`src/design/fcs_pkg.sv`:
```
// constants and carrier types for the flash controller status flags
package fcs_pkg;

    // register byte offsets on the apb bus
    localparam int              ADDR_W       = 8;
    localparam logic [ADDR_W-1:0] OFF_CMD      = 8'h0c;
    localparam logic [ADDR_W-1:0] OFF_WDATA    = 8'h18;
    localparam logic [ADDR_W-1:0] OFF_STATUS   = 8'h1c;
    localparam logic [ADDR_W-1:0] OFF_IRQ_FLAG = 8'h40;
    localparam logic [ADDR_W-1:0] OFF_IRQ_MASK = 8'h44;

    // status register layout
    localparam int STATUS_W   = 7;
    localparam int BIT_BUSY   = 0;
    localparam int BIT_LOCKED = 1;
    localparam int BIT_INVADR = 2;
    localparam int BIT_WREADY = 3;
    localparam int BIT_TMOUT  = 4;
    localparam int BIT_ABORT  = 5;
    localparam int BIT_PCRUN  = 6;

    // command register layout (write only, reads as zero)
    localparam int CMD_ERASE_PAGE   = 0;
    localparam int CMD_WRITE_TRIG   = 1;
    localparam int CMD_SINGLE_WRITE = 2;
    localparam int CMD_PERF_START   = 3;

    // interrupt flag and mask layout
    localparam int IRQ_W       = 5;
    localparam int IRQ_DONE    = 0;
    localparam int IRQ_TMOUT   = 1;
    localparam int IRQ_ABORT   = 2;
    localparam int IRQ_LOCKED  = 3;
    localparam int IRQ_INVADR  = 4;

    // reset values
    localparam logic [31:0]      WDATA_RST = 32'h0000_0000;
    localparam logic [IRQ_W-1:0] IRQ_RST   = 5'h00;

    // timing
    localparam int CLK_PERIOD_NS = 25;

    // sequencer operation in progress
    typedef enum logic [1:0] {OP_IDLE, OP_ERASE, OP_WRITE} fcs_op_e;

    // apb request fields that travel together
    typedef struct packed {
        logic [ADDR_W-1:0] paddr;
        logic              pwrite;
        logic [31:0]       pwdata;
    } fcs_apb_req_s;

    // events reported by the write and erase sequencer
    typedef struct packed {
        logic word_taken;
        logic op_done;
        logic erase_interrupted;
        logic access_denied;
        logic addr_invalid;
        logic perf_overflow;
    } fcs_seq_evt_s;

    // commands and handshakes sent to the sequencer
    typedef struct packed {
        logic erase_page;
        logic write_trigger;
        logic single_write;
        logic release_flash;
        logic word_valid;
        logic perf_run;
    } fcs_seq_cmd_s;

endpackage

```
`src/design/fcs_status_flags.sv`:
```
// status flags, command gate and write-word handshake of the flash controller
//
// Our own choices: the APB interface to the registers and the address map.
`timescale 1ns/1ps

// Summary of operation
// - counters-running set while running, cleared on overflow
// - erase-aborted set when interrupt cuts erase
// - word timeout sets flag, ends write, releases flash
// - any erase or write command clears timeout
// - write-data-ready resets high, rises taken, drops written
// - invalid address load sets invalid-address flag
// - access-locked set when operation forbidden by constraints
// - busy during operation; new erase and write commands ignored then
module fcs_status_flags #(
    parameter int WORD_TIMEOUT_NS = 10000
) (
    input  wire logic                  pclk,
    input  wire logic                  presetn,
    input  wire logic                  psel,
    input  wire logic                  penable,
    input  wire fcs_pkg::fcs_apb_req_s apb_req,
    output logic                       pready,
    output logic [31:0]                prdata,
    output logic                       pslverr,
    input  wire fcs_pkg::fcs_seq_evt_s seq_evt,
    output fcs_pkg::fcs_seq_cmd_s      seq_cmd,
    output logic [31:0]                flash_write_data_reg,
    output logic                       irq
);
    import fcs_pkg::*;

    // a timeout is reached after at least this many cycles of waiting
    localparam int TO_CYC = (WORD_TIMEOUT_NS + CLK_PERIOD_NS - 1) / CLK_PERIOD_NS;
    localparam int TO_W   = $clog2(TO_CYC + 1);
    localparam logic [TO_W-1:0] TO_LAST = TO_W'(TO_CYC - 1);
    localparam logic [TO_W-1:0] TO_ZERO = '0;

    fcs_op_e              op;
    fcs_op_e              next_op;
    logic                 locked;
    logic                 invalid_address_flag;
    logic                 write_data_ready_flag;
    logic                 write_word_timeout_flag;
    logic                 erase_aborted_flag;
    logic                 perf_counters_running;
    logic [TO_W-1:0]      to_cnt;
    logic [IRQ_W-1:0]     irq_flag;
    logic [IRQ_W-1:0]     irq_mask;
    logic [IRQ_W-1:0]     next_irq_flag;
    logic [IRQ_W-1:0]     next_irq_mask;
    logic [IRQ_W-1:0]     irq_evt;
    logic [STATUS_W-1:0]  flash_controller_status;

    // apb phase decode
    wire setup_ph  = psel & ~penable;
    wire access_ph = psel & penable & pready;
    wire wr_acc    = access_ph & apb_req.pwrite;

    // address decode
    wire hit_cmd    = apb_req.paddr == OFF_CMD;
    wire hit_wdata  = apb_req.paddr == OFF_WDATA;
    wire hit_status = apb_req.paddr == OFF_STATUS;
    wire hit_iflag  = apb_req.paddr == OFF_IRQ_FLAG;
    wire hit_imask  = apb_req.paddr == OFF_IRQ_MASK;
    wire mapped     = hit_cmd | hit_wdata | hit_status | hit_iflag | hit_imask;

    // command decode; status writes have no path into any flag
    wire cmd_wr      = wr_acc & hit_cmd;
    wire cmd_erase   = cmd_wr & apb_req.pwdata[CMD_ERASE_PAGE];
    wire cmd_wtrig   = cmd_wr & apb_req.pwdata[CMD_WRITE_TRIG];
    wire cmd_single  = cmd_wr & apb_req.pwdata[CMD_SINGLE_WRITE];
    wire cmd_any     = cmd_erase | cmd_wtrig | cmd_single;
    wire perf_start  = cmd_wr & apb_req.pwdata[CMD_PERF_START];
    wire busy        = op != OP_IDLE;
    wire accept      = cmd_any & ~busy;

    // write data only lands while the ready flag is up
    wire wdata_wr = wr_acc & hit_wdata & write_data_ready_flag;

    // timeout watch while a write waits on software for the next word
    wire to_run      = (op == OP_WRITE) & write_data_ready_flag;
    wire timeout_hit = to_run & (to_cnt == TO_LAST);
    wire abort_hit   = seq_evt.erase_interrupted & (op == OP_ERASE);
    wire locked_hit  = seq_evt.access_denied & busy;
    wire done_hit    = seq_evt.op_done & busy;
    wire end_op      = done_hit | abort_hit | locked_hit | timeout_hit;

    // next operation state
    always_comb begin
        next_op = op;
        case (op)
            OP_IDLE: begin
                if (accept) begin
                    next_op = cmd_erase ? OP_ERASE : OP_WRITE;
                end
            end
            OP_ERASE, OP_WRITE: begin
                if (end_op) begin
                    next_op = OP_IDLE;
                end
            end
            default: begin
                next_op = OP_IDLE;
            end
        endcase
    end

    // operation state register; busy is any state but idle
    always_ff @(posedge pclk or negedge presetn) begin
        if (!presetn) begin
            op <= OP_IDLE;
        end else begin
            op <= next_op;
        end
    end

    // word timeout counter
    always_ff @(posedge pclk or negedge presetn) begin
        if (!presetn) begin
            to_cnt <= TO_ZERO;
        end else if (to_run && !timeout_hit) begin
            to_cnt <= to_cnt + TO_W'(1);
        end else begin
            to_cnt <= TO_ZERO;
        end
    end

    // flags set by the sequencer or the word timeout, set winning over clear
    always_ff @(posedge pclk or negedge presetn) begin
        if (!presetn) begin
            write_word_timeout_flag <= 1'b0;
            erase_aborted_flag      <= 1'b0;
            locked                  <= 1'b0;
            invalid_address_flag                 <= 1'b0;
        end else begin
            write_word_timeout_flag <= timeout_hit | (write_word_timeout_flag & ~cmd_any);
            erase_aborted_flag      <= abort_hit | (erase_aborted_flag & ~accept);
            locked                  <= locked_hit | (locked & ~accept);
            invalid_address_flag                 <= seq_evt.addr_invalid | (invalid_address_flag & ~accept);
        end
    end

    // write data handshake flag, high out of reset
    always_ff @(posedge pclk or negedge presetn) begin
        if (!presetn) begin
            write_data_ready_flag <= 1'b1;
        end else begin
            write_data_ready_flag <= seq_evt.word_taken | (write_data_ready_flag & ~wdata_wr);
        end
    end

    // performance counters running flag
    always_ff @(posedge pclk or negedge presetn) begin
        if (!presetn) begin
            perf_counters_running <= 1'b0;
        end else begin
            perf_counters_running <= perf_start | (perf_counters_running & ~seq_evt.perf_overflow);
        end
    end

    // write data register
    always_ff @(posedge pclk or negedge presetn) begin
        if (!presetn) begin
            flash_write_data_reg <= WDATA_RST;
        end else if (wdata_wr) begin
            flash_write_data_reg <= apb_req.pwdata;
        end
    end

    // status word as software sees it
    assign flash_controller_status[BIT_BUSY]   = busy;
    assign flash_controller_status[BIT_LOCKED] = locked;
    assign flash_controller_status[BIT_INVADR] = invalid_address_flag;
    assign flash_controller_status[BIT_WREADY] = write_data_ready_flag;
    assign flash_controller_status[BIT_TMOUT]  = write_word_timeout_flag;
    assign flash_controller_status[BIT_ABORT]  = erase_aborted_flag;
    assign flash_controller_status[BIT_PCRUN]  = perf_counters_running;

    // interrupt events, one per status event
    assign irq_evt[IRQ_DONE]   = done_hit;
    assign irq_evt[IRQ_TMOUT]  = timeout_hit;
    assign irq_evt[IRQ_ABORT]  = abort_hit;
    assign irq_evt[IRQ_LOCKED] = locked_hit;
    assign irq_evt[IRQ_INVADR] = seq_evt.addr_invalid;

    // write one to clear; a new event wins over the clear
    wire [IRQ_W-1:0] irq_clr = (wr_acc & hit_iflag) ? apb_req.pwdata[IRQ_W-1:0] : IRQ_RST;
    assign next_irq_flag = irq_evt | (irq_flag & ~irq_clr);
    assign next_irq_mask = (wr_acc & hit_imask) ? apb_req.pwdata[IRQ_W-1:0] : irq_mask;

    // interrupt registers and level output
    always_ff @(posedge pclk or negedge presetn) begin
        if (!presetn) begin
            irq_flag <= IRQ_RST;
            irq_mask <= IRQ_RST;
            irq      <= 1'b0;
        end else begin
            irq_flag <= next_irq_flag;
            irq_mask <= next_irq_mask;
            irq      <= |(next_irq_flag & next_irq_mask);
        end
    end

    // read mux; unused upper bits read as zero
    wire [31:0] rd_data = hit_status ? {{(32-STATUS_W){1'b0}}, flash_controller_status} :
                          hit_wdata  ? flash_write_data_reg :
                          hit_iflag  ? {{(32-IRQ_W){1'b0}}, irq_flag} :
                          hit_imask  ? {{(32-IRQ_W){1'b0}}, irq_mask} : 32'h0000_0000;

    // apb answer: one wait-free access phase after every setup
    always_ff @(posedge pclk or negedge presetn) begin
        if (!presetn) begin
            pready  <= 1'b0;
            prdata  <= 32'h0000_0000;
            pslverr <= 1'b0;
        end else begin
            pready  <= setup_ph;
            prdata  <= (setup_ph && !apb_req.pwrite) ? rd_data : 32'h0000_0000;
            pslverr <= setup_ph & ~mapped;
        end
    end

    // commands and handshakes toward the sequencer
    always_ff @(posedge pclk or negedge presetn) begin
        if (!presetn) begin
            seq_cmd <= '0;
        end else begin
            seq_cmd.erase_page    <= accept & cmd_erase;
            seq_cmd.write_trigger <= accept & ~cmd_erase & cmd_wtrig;
            seq_cmd.single_write  <= accept & ~cmd_erase & ~cmd_wtrig & cmd_single;
            seq_cmd.release_flash <= timeout_hit;
            seq_cmd.word_valid    <= wdata_wr | (seq_cmd.word_valid & ~seq_evt.word_taken);
            seq_cmd.perf_run      <= perf_start | (seq_cmd.perf_run & ~seq_evt.perf_overflow);
        end
    end
endmodule

```
`config.mk`:
```
export PLATFORM = sky130hd
export DESIGN_NAME = fcs_status_flags
export DESIGN_NICKNAME = d
export VERILOG_FILES = /design/src/design/fcs_pkg.sv /design/src/design/fcs_status_flags.sv
export SDC_FILE = /design/constraint.sdc
export NUM_CORES = 1
export LEC_CHECK = 0
export ABC_AREA = 1
export BUFFER_PORTS_ARGS = -buffer_cell sky130_fd_sc_hd__buf_2
export CAP_MARGIN = 15
export CORE_MARGIN = 1
export CORE_UTILIZATION = 56
export DETAILED_ROUTE_END_ITERATION = 8
export GPL_TIMING_DRIVEN = 0
export PLACE_DENSITY = 0.88
export SYNTH_ARGS = -nofsm -noshare
export SYNTH_HDL_FRONTEND = slang
export SYNTH_SLANG_ARGS = --single-unit
```
`constraint.sdc`:
```
create_clock -name pclk -period 2.4 [get_ports pclk]
set_input_delay 0.36 -clock pclk [delete_from_list [all_inputs] [get_ports pclk]]
set_output_delay 0.36 -clock pclk [all_outputs]
set_load 0.1 [all_outputs]
```
==> flow_summary.json, run 1 <==
{
  "max_freq_mhz": 582,
  "setup_slack_ns": 0.683,
  "hold_class": "in -> reg",
  "via_per_inst": 5.22,
  "dpl.hpwl_mm": 7.64,
  "cp.arrival_ns": 1.97,
  "clock_power_share_pct": 35.5,
  "synth_nets": 541,
  "combPwrFrac_pct": 6.0,
  "fp.dieW_um": 90.6,
  "routed_wl_mm": 10.2,
  "synthDistinctLibCells": 34,
  "fp-row-count": 31,
  "grt_use_total_pct": 26.6,
  "wire_per_inst_um": 14.0,
  "p_sw_share_pct": 26.1,
  "root_buffer": "clkbuf_8",
  "drv_slew": 0,
  "grt_pass1_vias": 3583,
  "setup_viol_count_final": 0,
  "netlist_instances": 486,
  "final_hold_viol_count": 0,
  "cp_max_fo": 4,
  "core_um2": 7410,
  "post-route-period-util_pct": 71.5,
  "area_delta_synth_final_pct": 22.1,
  "cts_resized": 0,
  "postRouteAntennaNets": 0,
  "peakVddDrop_mv": 0.554,
  "avgSynthCellArea_um2": 9.04,
  "min_period_ns": 1.72,
  "grt-ovfl-total": 0,
  "yosysSeqAreaShare_pct": 57.0,
  "clk_latency_ns": 0.38,
  "cts.sink_count": 100,
  "netlist_area_um2": 4390,
  "antenna_found_initial": 0,
  "reg2reg_slack_ns": 0.68,
  "grt_max_degree": 77,
  "status": "complete, no violations",
  "cp.required_ns": 2.66,
  "drc": 0,
  "die_h_um": 90.6,
  "cts_buffer_depth": 2,
  "clkTransAtPathRegs_ns": 0.10,
  "tns_ns": 0,
  "worst_pin_slew_ns": 0.560,
  "powerDensity_nw_per_um2": 543,
  "first_pass_iters": 4,
  "crit_type": "reg -> reg",
  "ys_ff_latch": 100,
  "seqPwrFrac_pct": 58.4,
  "cts_tree": "built",
  "rsz0062_at_grt": "false",
  "nets": 677,
  "dp_slack_ns": 0.634,
  "numCtsBuffers": 9,
  "p_leak_uw": 0.00295,
  "place_congestion": 0.849,
  "slew_headroom_pct": 62.7,
  "io_buffers": 123,
  "hold_slack_ns": 0.161,
  "vias": 3788,
  "skew_ns": 0.0114,
  "p_sw_uw": 759,
  "ys_warn_count": 0,
  "diodes": 0,
  "h-tree-depth": 3,
  "worst_setup_path_end_kind": "flop",
  "layout-drive-gt1-share_pct": 29.8,
  "crit_path_start_kind": "flop",
  "io_pins": 124,
  "drt_iter0_drc": 273,
  "power.internal_uw": 2150,
  "start_util_pct": 59.3,
  "maxCapViolCount": 0,
  "dieArea_um2": 8200,
  "grt_pass1_wl_mm": 17.0
}
layer usage:
| layer | GRT usage [%] | wire (um) | part of all wire (%) |
|---|---|---|---|
| met2 | 44.2 | 5040 | 49 |
| met1 | 33.0 | 4190 | 41 |
| met5 | 0 | 0 | 0 |
| met3 | 6.48 | 670 | 6.6 |
| met4 | 11.8 | 279 | 2.7 |
layout by cell type (no fill, tap or decap), types with 4 or more instances in the layout:
cell type	count
buf_6	6
nand2_1	163
nor2_2	10
a21oi_1	7
nor3_1	4
nand3_1	30
clkbuf_8	10
nand3_2	13
inv_1	48
buf_2	124
dfrtp_1	99
nor2_1	43
ha_1	4
nand4_1	6
o21ai_0	14
a31oi_1	5
clkbuf_1	4
what timing repair did:
action,in CTS,in global routing
buffers inserted,0,0
hold buffers,1,0
endpoints found under the hold margin,24,0
worst max-delay path, cell delays in order, from the launching register on:
cell,delay [ns]
dfrtp_1,0.38
ha_1,0.18
nand2_1,0.07
nor2_1,0.25
inv_1,0.10
nor2_1,0.18
nand2_1,0.08
nor2_1,0.16
nand2_1,0.07
nor2_1,0.08
nor3_1,0.06
final timing paths:
| kind | end | cells after the start | start |
|---|---|---|---|
| max | to_cnt[8] | 10 | to_cnt[0] |
| min | pready | 2 | penable |
| max reg2reg | to_cnt[8] | 10 | to_cnt[0] |
| min reg2reg | to_cnt[0] | 1 | to_cnt[0] |
| max in group asynchronous | write_data_ready_flag | 3 | presetn |
| min in group asynchronous | flash_write_data_reg[21] | 2 | presetn |
power groups by stage:
stage	Combinational (uW)	Sequential [uW]	Clock (uW)
2_1_floorplan	40.3	1760	0
3_3_place_gp	166	1730	0
3_5_place_dp	175	1730	0
4_1_cts	177	1700	1050
5_1_grt	195	1700	1120
6_report	175	1700	1030
metrics by stage:
| step | instances | total power, uW | instance area (um2) | utilization, % |
|---|---|---|---|---|
| after floorplan | 486 | 1810 | 4390 | - |
| after global routing | 726 | 3020 | 5370 | 72.4 |
| after CTS | 726 | 2930 | 5370 | 72.4 |
| after global placement | 708 | 1900 | 5130 | 69.3 |
| final | 726 | 2910 | 5370 | 72.4 |
| after detailed placement | 709 | 1910 | 5160 | 69.7 |
synthesized netlist by cell type, drive strengths merged:
master  count  share of area [%]
o211ai      1               0.17
dfstp       1               0.60
a31oi       5               0.71
buf        12                3.3
clkbuf      5               0.65
nand4       7                1.3
inv        51                4.4
nor3        5               0.83
o21ai      18                2.1
nand3b      1               0.17
nor2       55                5.6
a21oi       7               0.80
ha          4                1.1
dfrtp      99                 56
nand3      43                6.4
nor3b       3               0.51
o22ai       2               0.28
nor4        1               0.14
nand2     165                 14
o31ai       1               0.17
kinds of logic (layout without fill, tap and decap cells):
family	count (synthesis)	in the layout	synth area share, %
adder cells (fa/ha/maj)	4	4	1.14
AND/OR/NAND/NOR	280	280	29.3
AO/OA/AOI/OAI	34	34	4.27
buffers and inverters	68	209	8.31
flip-flops	100	100	57.0
cell type report:
type	instances	area, um2
clock inverter	7	67.6
sequential	100	2500
multi-input combinational	318	1530
tap	99	124
clock buffer	9	124
buffer	17	174
timing repair buffer	125	656
fill	560	2040
inverter	51	191
Note: power is estimated with default switching activity, not from simulation.
==> run 2, diff against run 1 <==
--- a/config.mk
+++ b/config.mk
@@ -5,14 +5,14 @@
 export SDC_FILE = /design/constraint.sdc
 export NUM_CORES = 1
 export LEC_CHECK = 0
-export ABC_AREA = 1
+export ABC_AREA = 0
 export BUFFER_PORTS_ARGS = -buffer_cell sky130_fd_sc_hd__buf_2
 export CAP_MARGIN = 15
 export CORE_MARGIN = 1
-export CORE_UTILIZATION = 56
+export CORE_UTILIZATION = 46
 export DETAILED_ROUTE_END_ITERATION = 8
 export GPL_TIMING_DRIVEN = 0
-export PLACE_DENSITY = 0.88
+export PLACE_DENSITY = 0.78
 export SYNTH_ARGS = -nofsm -noshare
 export SYNTH_HDL_FRONTEND = slang
 export SYNTH_SLANG_ARGS = --single-unit
==> constraint.sdc (replaced) <==
create_clock -name pclk -period 1.5 [get_ports pclk]
set_input_delay 0.225 -clock pclk [delete_from_list [all_inputs] [get_ports pclk]]
set_output_delay 0.225 -clock pclk [all_outputs]
set_load 0.1 [all_outputs]
==> run 2 against run 1 <==
Effect of this change: the flow now finishes with violations (negative setup slack); routed wire length decreased by 0.38%; global-route usage decreased by 4.8 points; power increased by 61%; cell count decreased by 17%; core utilization decreased by 8.7 points; synthesized area decreased by 5.2%; largest cell class unchanged; highest routed layer unchanged.
==> flow_summary.json, run 2 <==
{
  "combPwrFrac_pct": 7.0,
  "via_per_inst": 5.34,
  "peakVddDrop_mv": 0.443,
  "multi_input_area_um2": 1730,
  "netlist_area_um2": 4170,
  "clkTransAtPathRegs_ns": 0.09,
  "synth_ff_type": "dfrtp_1",
  "seqCellArea_um2": 2510,
  "nets": 545,
  "p_leak_uw": 0.00297,
  "drt_iter0_drc": 190,
  "crit_path_start_kind": "input port",
  "vias": 3222,
  "cp.arrival_ns": 1.88,
  "grt_use_total_pct": 21.8,
  "synth_edf_count": 0,
  "yosysMostFrequentCell": "dfrtp_1",
  "p_sw_uw": 1190,
  "powerDensity_nw_per_um2": 840,
  "rsz0062_at_grt": "true",
  "yosys.area_share.simple_pct": 17.0,
  "synthAdderAreaFrac_pct": 1.20,
  "synth_xor_area_share_pct": 1.05,
  "cts_tree": "built",
  "cts.sink_count": 100,
  "clock_power_share_pct": 35.0,
  "met1_length_mm": 4.29,
  "skew_ns": 0.00815,
  "setup_slack_ns": -0.124,
  "first_pass_iters": 4,
  "synth_compound_area_share_pct": 5.88,
  "avgSynthCellArea_um2": 12.6,
  "maxCapViolCount": 0,
  "crit_type": "in -> reg",
  "wl_met2_mm": 5.06,
  "ys_warn_count": 0,
  "status": "complete, but fails checks",
  "worstReg2RegEnd": "irq",
  "worst_pin_slew_ns": 0.527,
  "hold_class": "in -> reg",
  "final_util_pct": 63.7,
  "synthTopCellsByArea": "dfrtp_1 59%, mux2_2 8.9%, and2_1 4.5%",
  "grt_max_degree": 64,
  "synth_top_family_by_area": "simple AND/OR/NAND/NOR gates",
  "fp-row-count": 34,
  "io_pins": 124,
  "netlist_instances": 332,
  "ys_ff_latch": 100,
  "min_period_ns": 1.62,
  "grt_pass1_vias": 3210,
  "io_buffers": 122,
  "setup_viol_count_final": 35,
  "seqPwrFrac_pct": 58.0,
  "power.internal_uw": 3500,
  "grt-ovfl-total": 0,
  "cts_buffer_depth": 2,
  "drv_slew": 0,
  "place_congestion": 0.842,
  "area_delta_synth_final_pct": 33.9,
  "muxShareOfSynthArea_pct": 12.4,
  "root_buffer": "clkbuf_8",
  "rr_worst_depth": 6,
  "numCtsBuffers": 9,
  "worst_setup_path_end_kind": "flop",
  "regToRegStartpoint": "pready",
  "postRouteAntennaNets": 0,
  "p_sw_share_pct": 25.4,
  "reg2reg_slack_ns": -0.12,
  "synth_nets": 387,
  "max_freq_mhz": 616,
  "route.met3.wl_um": 588,
  "crit_start": "apb_req[33]",
  "synthDistinctLibCells": 51,
  "clk_latency_ns": 0.37,
  "grt_pass1_wl_mm": 16.2,
  "h-tree-depth": 3,
  "dieArea_um2": 9440,
  "cp_max_fo": 6,
  "wire_per_inst_um": 16.8,
  "core_um2": 8760,
  "slew_headroom_pct": 64.6,
  "async_flop_share_pct": 100,
  "final_hold_viol_count": 0,
  "synth_top_area_share_pct": 59.4,
  "final_common_cell": "buf_2",
  "routed_wl_mm": 10.1,
  "fp.dieW_um": 97.2,
  "hold_slack_ns": 0.0448,
  "final_cell_mix": "122 x buf_2, 97 x dfrtp_1, 32 x mux2_2",
  "yosysSeqAreaShare_pct": 60.1,
  "maxUsedRoutingLayer": "met4",
  "drc": 0,
  "post-route-period-util_pct": 108,
  "yosys.area.top_type": "dfrtp_1",
  "antenna_found_initial": 0,
  "violations": "negative setup slack",
  "die_h_um": 97.2,
  "fill_cells": 636,
  "dpl.hpwl_mm": 6.95,
  "diodes": 0,
  "synthTopCellsByCount": "99 x dfrtp_1, 33 x mux2_2, 30 x and2_1",
  "crit_end": "flash_write_data_reg[7]",
  "cp.required_ns": 1.75,
  "layout-drive-gt1-share_pct": 49.5,
  "start_util_pct": 47.6
}
-- run 2: cell types whose count changed in the layout (fill, tap and decap cells not counted), sizes merged, moves of 5 or more --
cell,previous run,this run
nor3,5,0
nand2b,0,7
nand2,165,28
inv,55,14
o21ai,18,8
mux2i,0,11
nor2,55,17
and2,0,31
buf,136,155
mux2,0,36
nand3,43,6
-- run 2: cells by family (layout without fill, tap and decap cells) --
group,after synthesis,in the layout
flops,100,100
compound gates,36,36
buf+inv,20,183
mux,47,47
simple gates,120,120
fa+ha+maj,4,4
xor+xnor,5,5
-- run 2: worst min path at each step --
stage	slack, ns	depth (start not counted)	to	startpoint
after floorplan	-0.07	0	erase_aborted_flag	presetn
after global placement	0.42	2	perf_counters_running	seq_evt[0]
after detailed placement	0.23	1	prdata[13]	presetn
after CTS	0.04	2	perf_counters_running	seq_evt[0]
after global routing	0.05	2	perf_counters_running	seq_evt[0]
final	0.04	2	perf_counters_running	seq_evt[0]
-- run 2: critical path: stages --
cell     delay [ns]
buf_8          0.09
or4_4          0.58
nor2_4         0.14
and2_4         0.18
nand3_4        0.16
buf_8          0.20
mux2_4         0.29
-- run 2: power groups by stage --
| stage | sequential, uW | combinational (uW) | clock, uW |
|---|---|---|---|
| 2_1_floorplan | 2820 | 73.0 | 0 |
| 3_3_place_gp | 2770 | 282 | 0 |
| 3_5_place_dp | 2770 | 298 | 0 |
| 4_1_cts | 2720 | 321 | 1670 |
| 5_1_grt | 2720 | 355 | 1790 |
| 6_report | 2720 | 327 | 1640 |
-- run 2: per-stage QoR --
| step | area, um2 | instances | TNS, ns | power [uW] | setup WS [ns] |
|---|---|---|---|---|---|
| after floorplan | 4190 | 332 | -12.36 | 2900 | -0.309 |
| after global placement | 4930 | 562 | -107.86 | 3050 | -1.05 |
| after detailed placement | 4960 | 563 | -35.70 | 3070 | -0.762 |
| after CTS | 5470 | 600 | -2.42 | 4710 | -0.0996 |
| after global routing | 5580 | 603 | -4.49 | 4870 | -0.174 |
| final | 5580 | 603 | -3.22 | 4690 | -0.124 |
-- run 2: per-layer routing --
layer	up-vias	GRT usage, %
met5	-	0
met4	0	8.04
met3	21	5.11
met2	133	36.7
met1	1592	27.5
li1	1476	-
-- run 2: layout make-up --
type	count	area share [%]
clock inverters	6	0.919
flip-flops and latches	100	45.0
plain buffers	8	1.37
well taps	108	2.42
inverters	10	0.673
repair buffers	149	16.2
multi-input cells	212	31.0
clock buffers	10	2.47
-- run 2: repair_timing --
item                       4_1_cts  5_1_grt
hold buffers                     1        0
pin swaps                        8        9
gates resized for setup         35       21
cloned                           2        0
setup buffers                   19        4
setup endpoints to repair       64       64
hold endpoints to repair        37        0
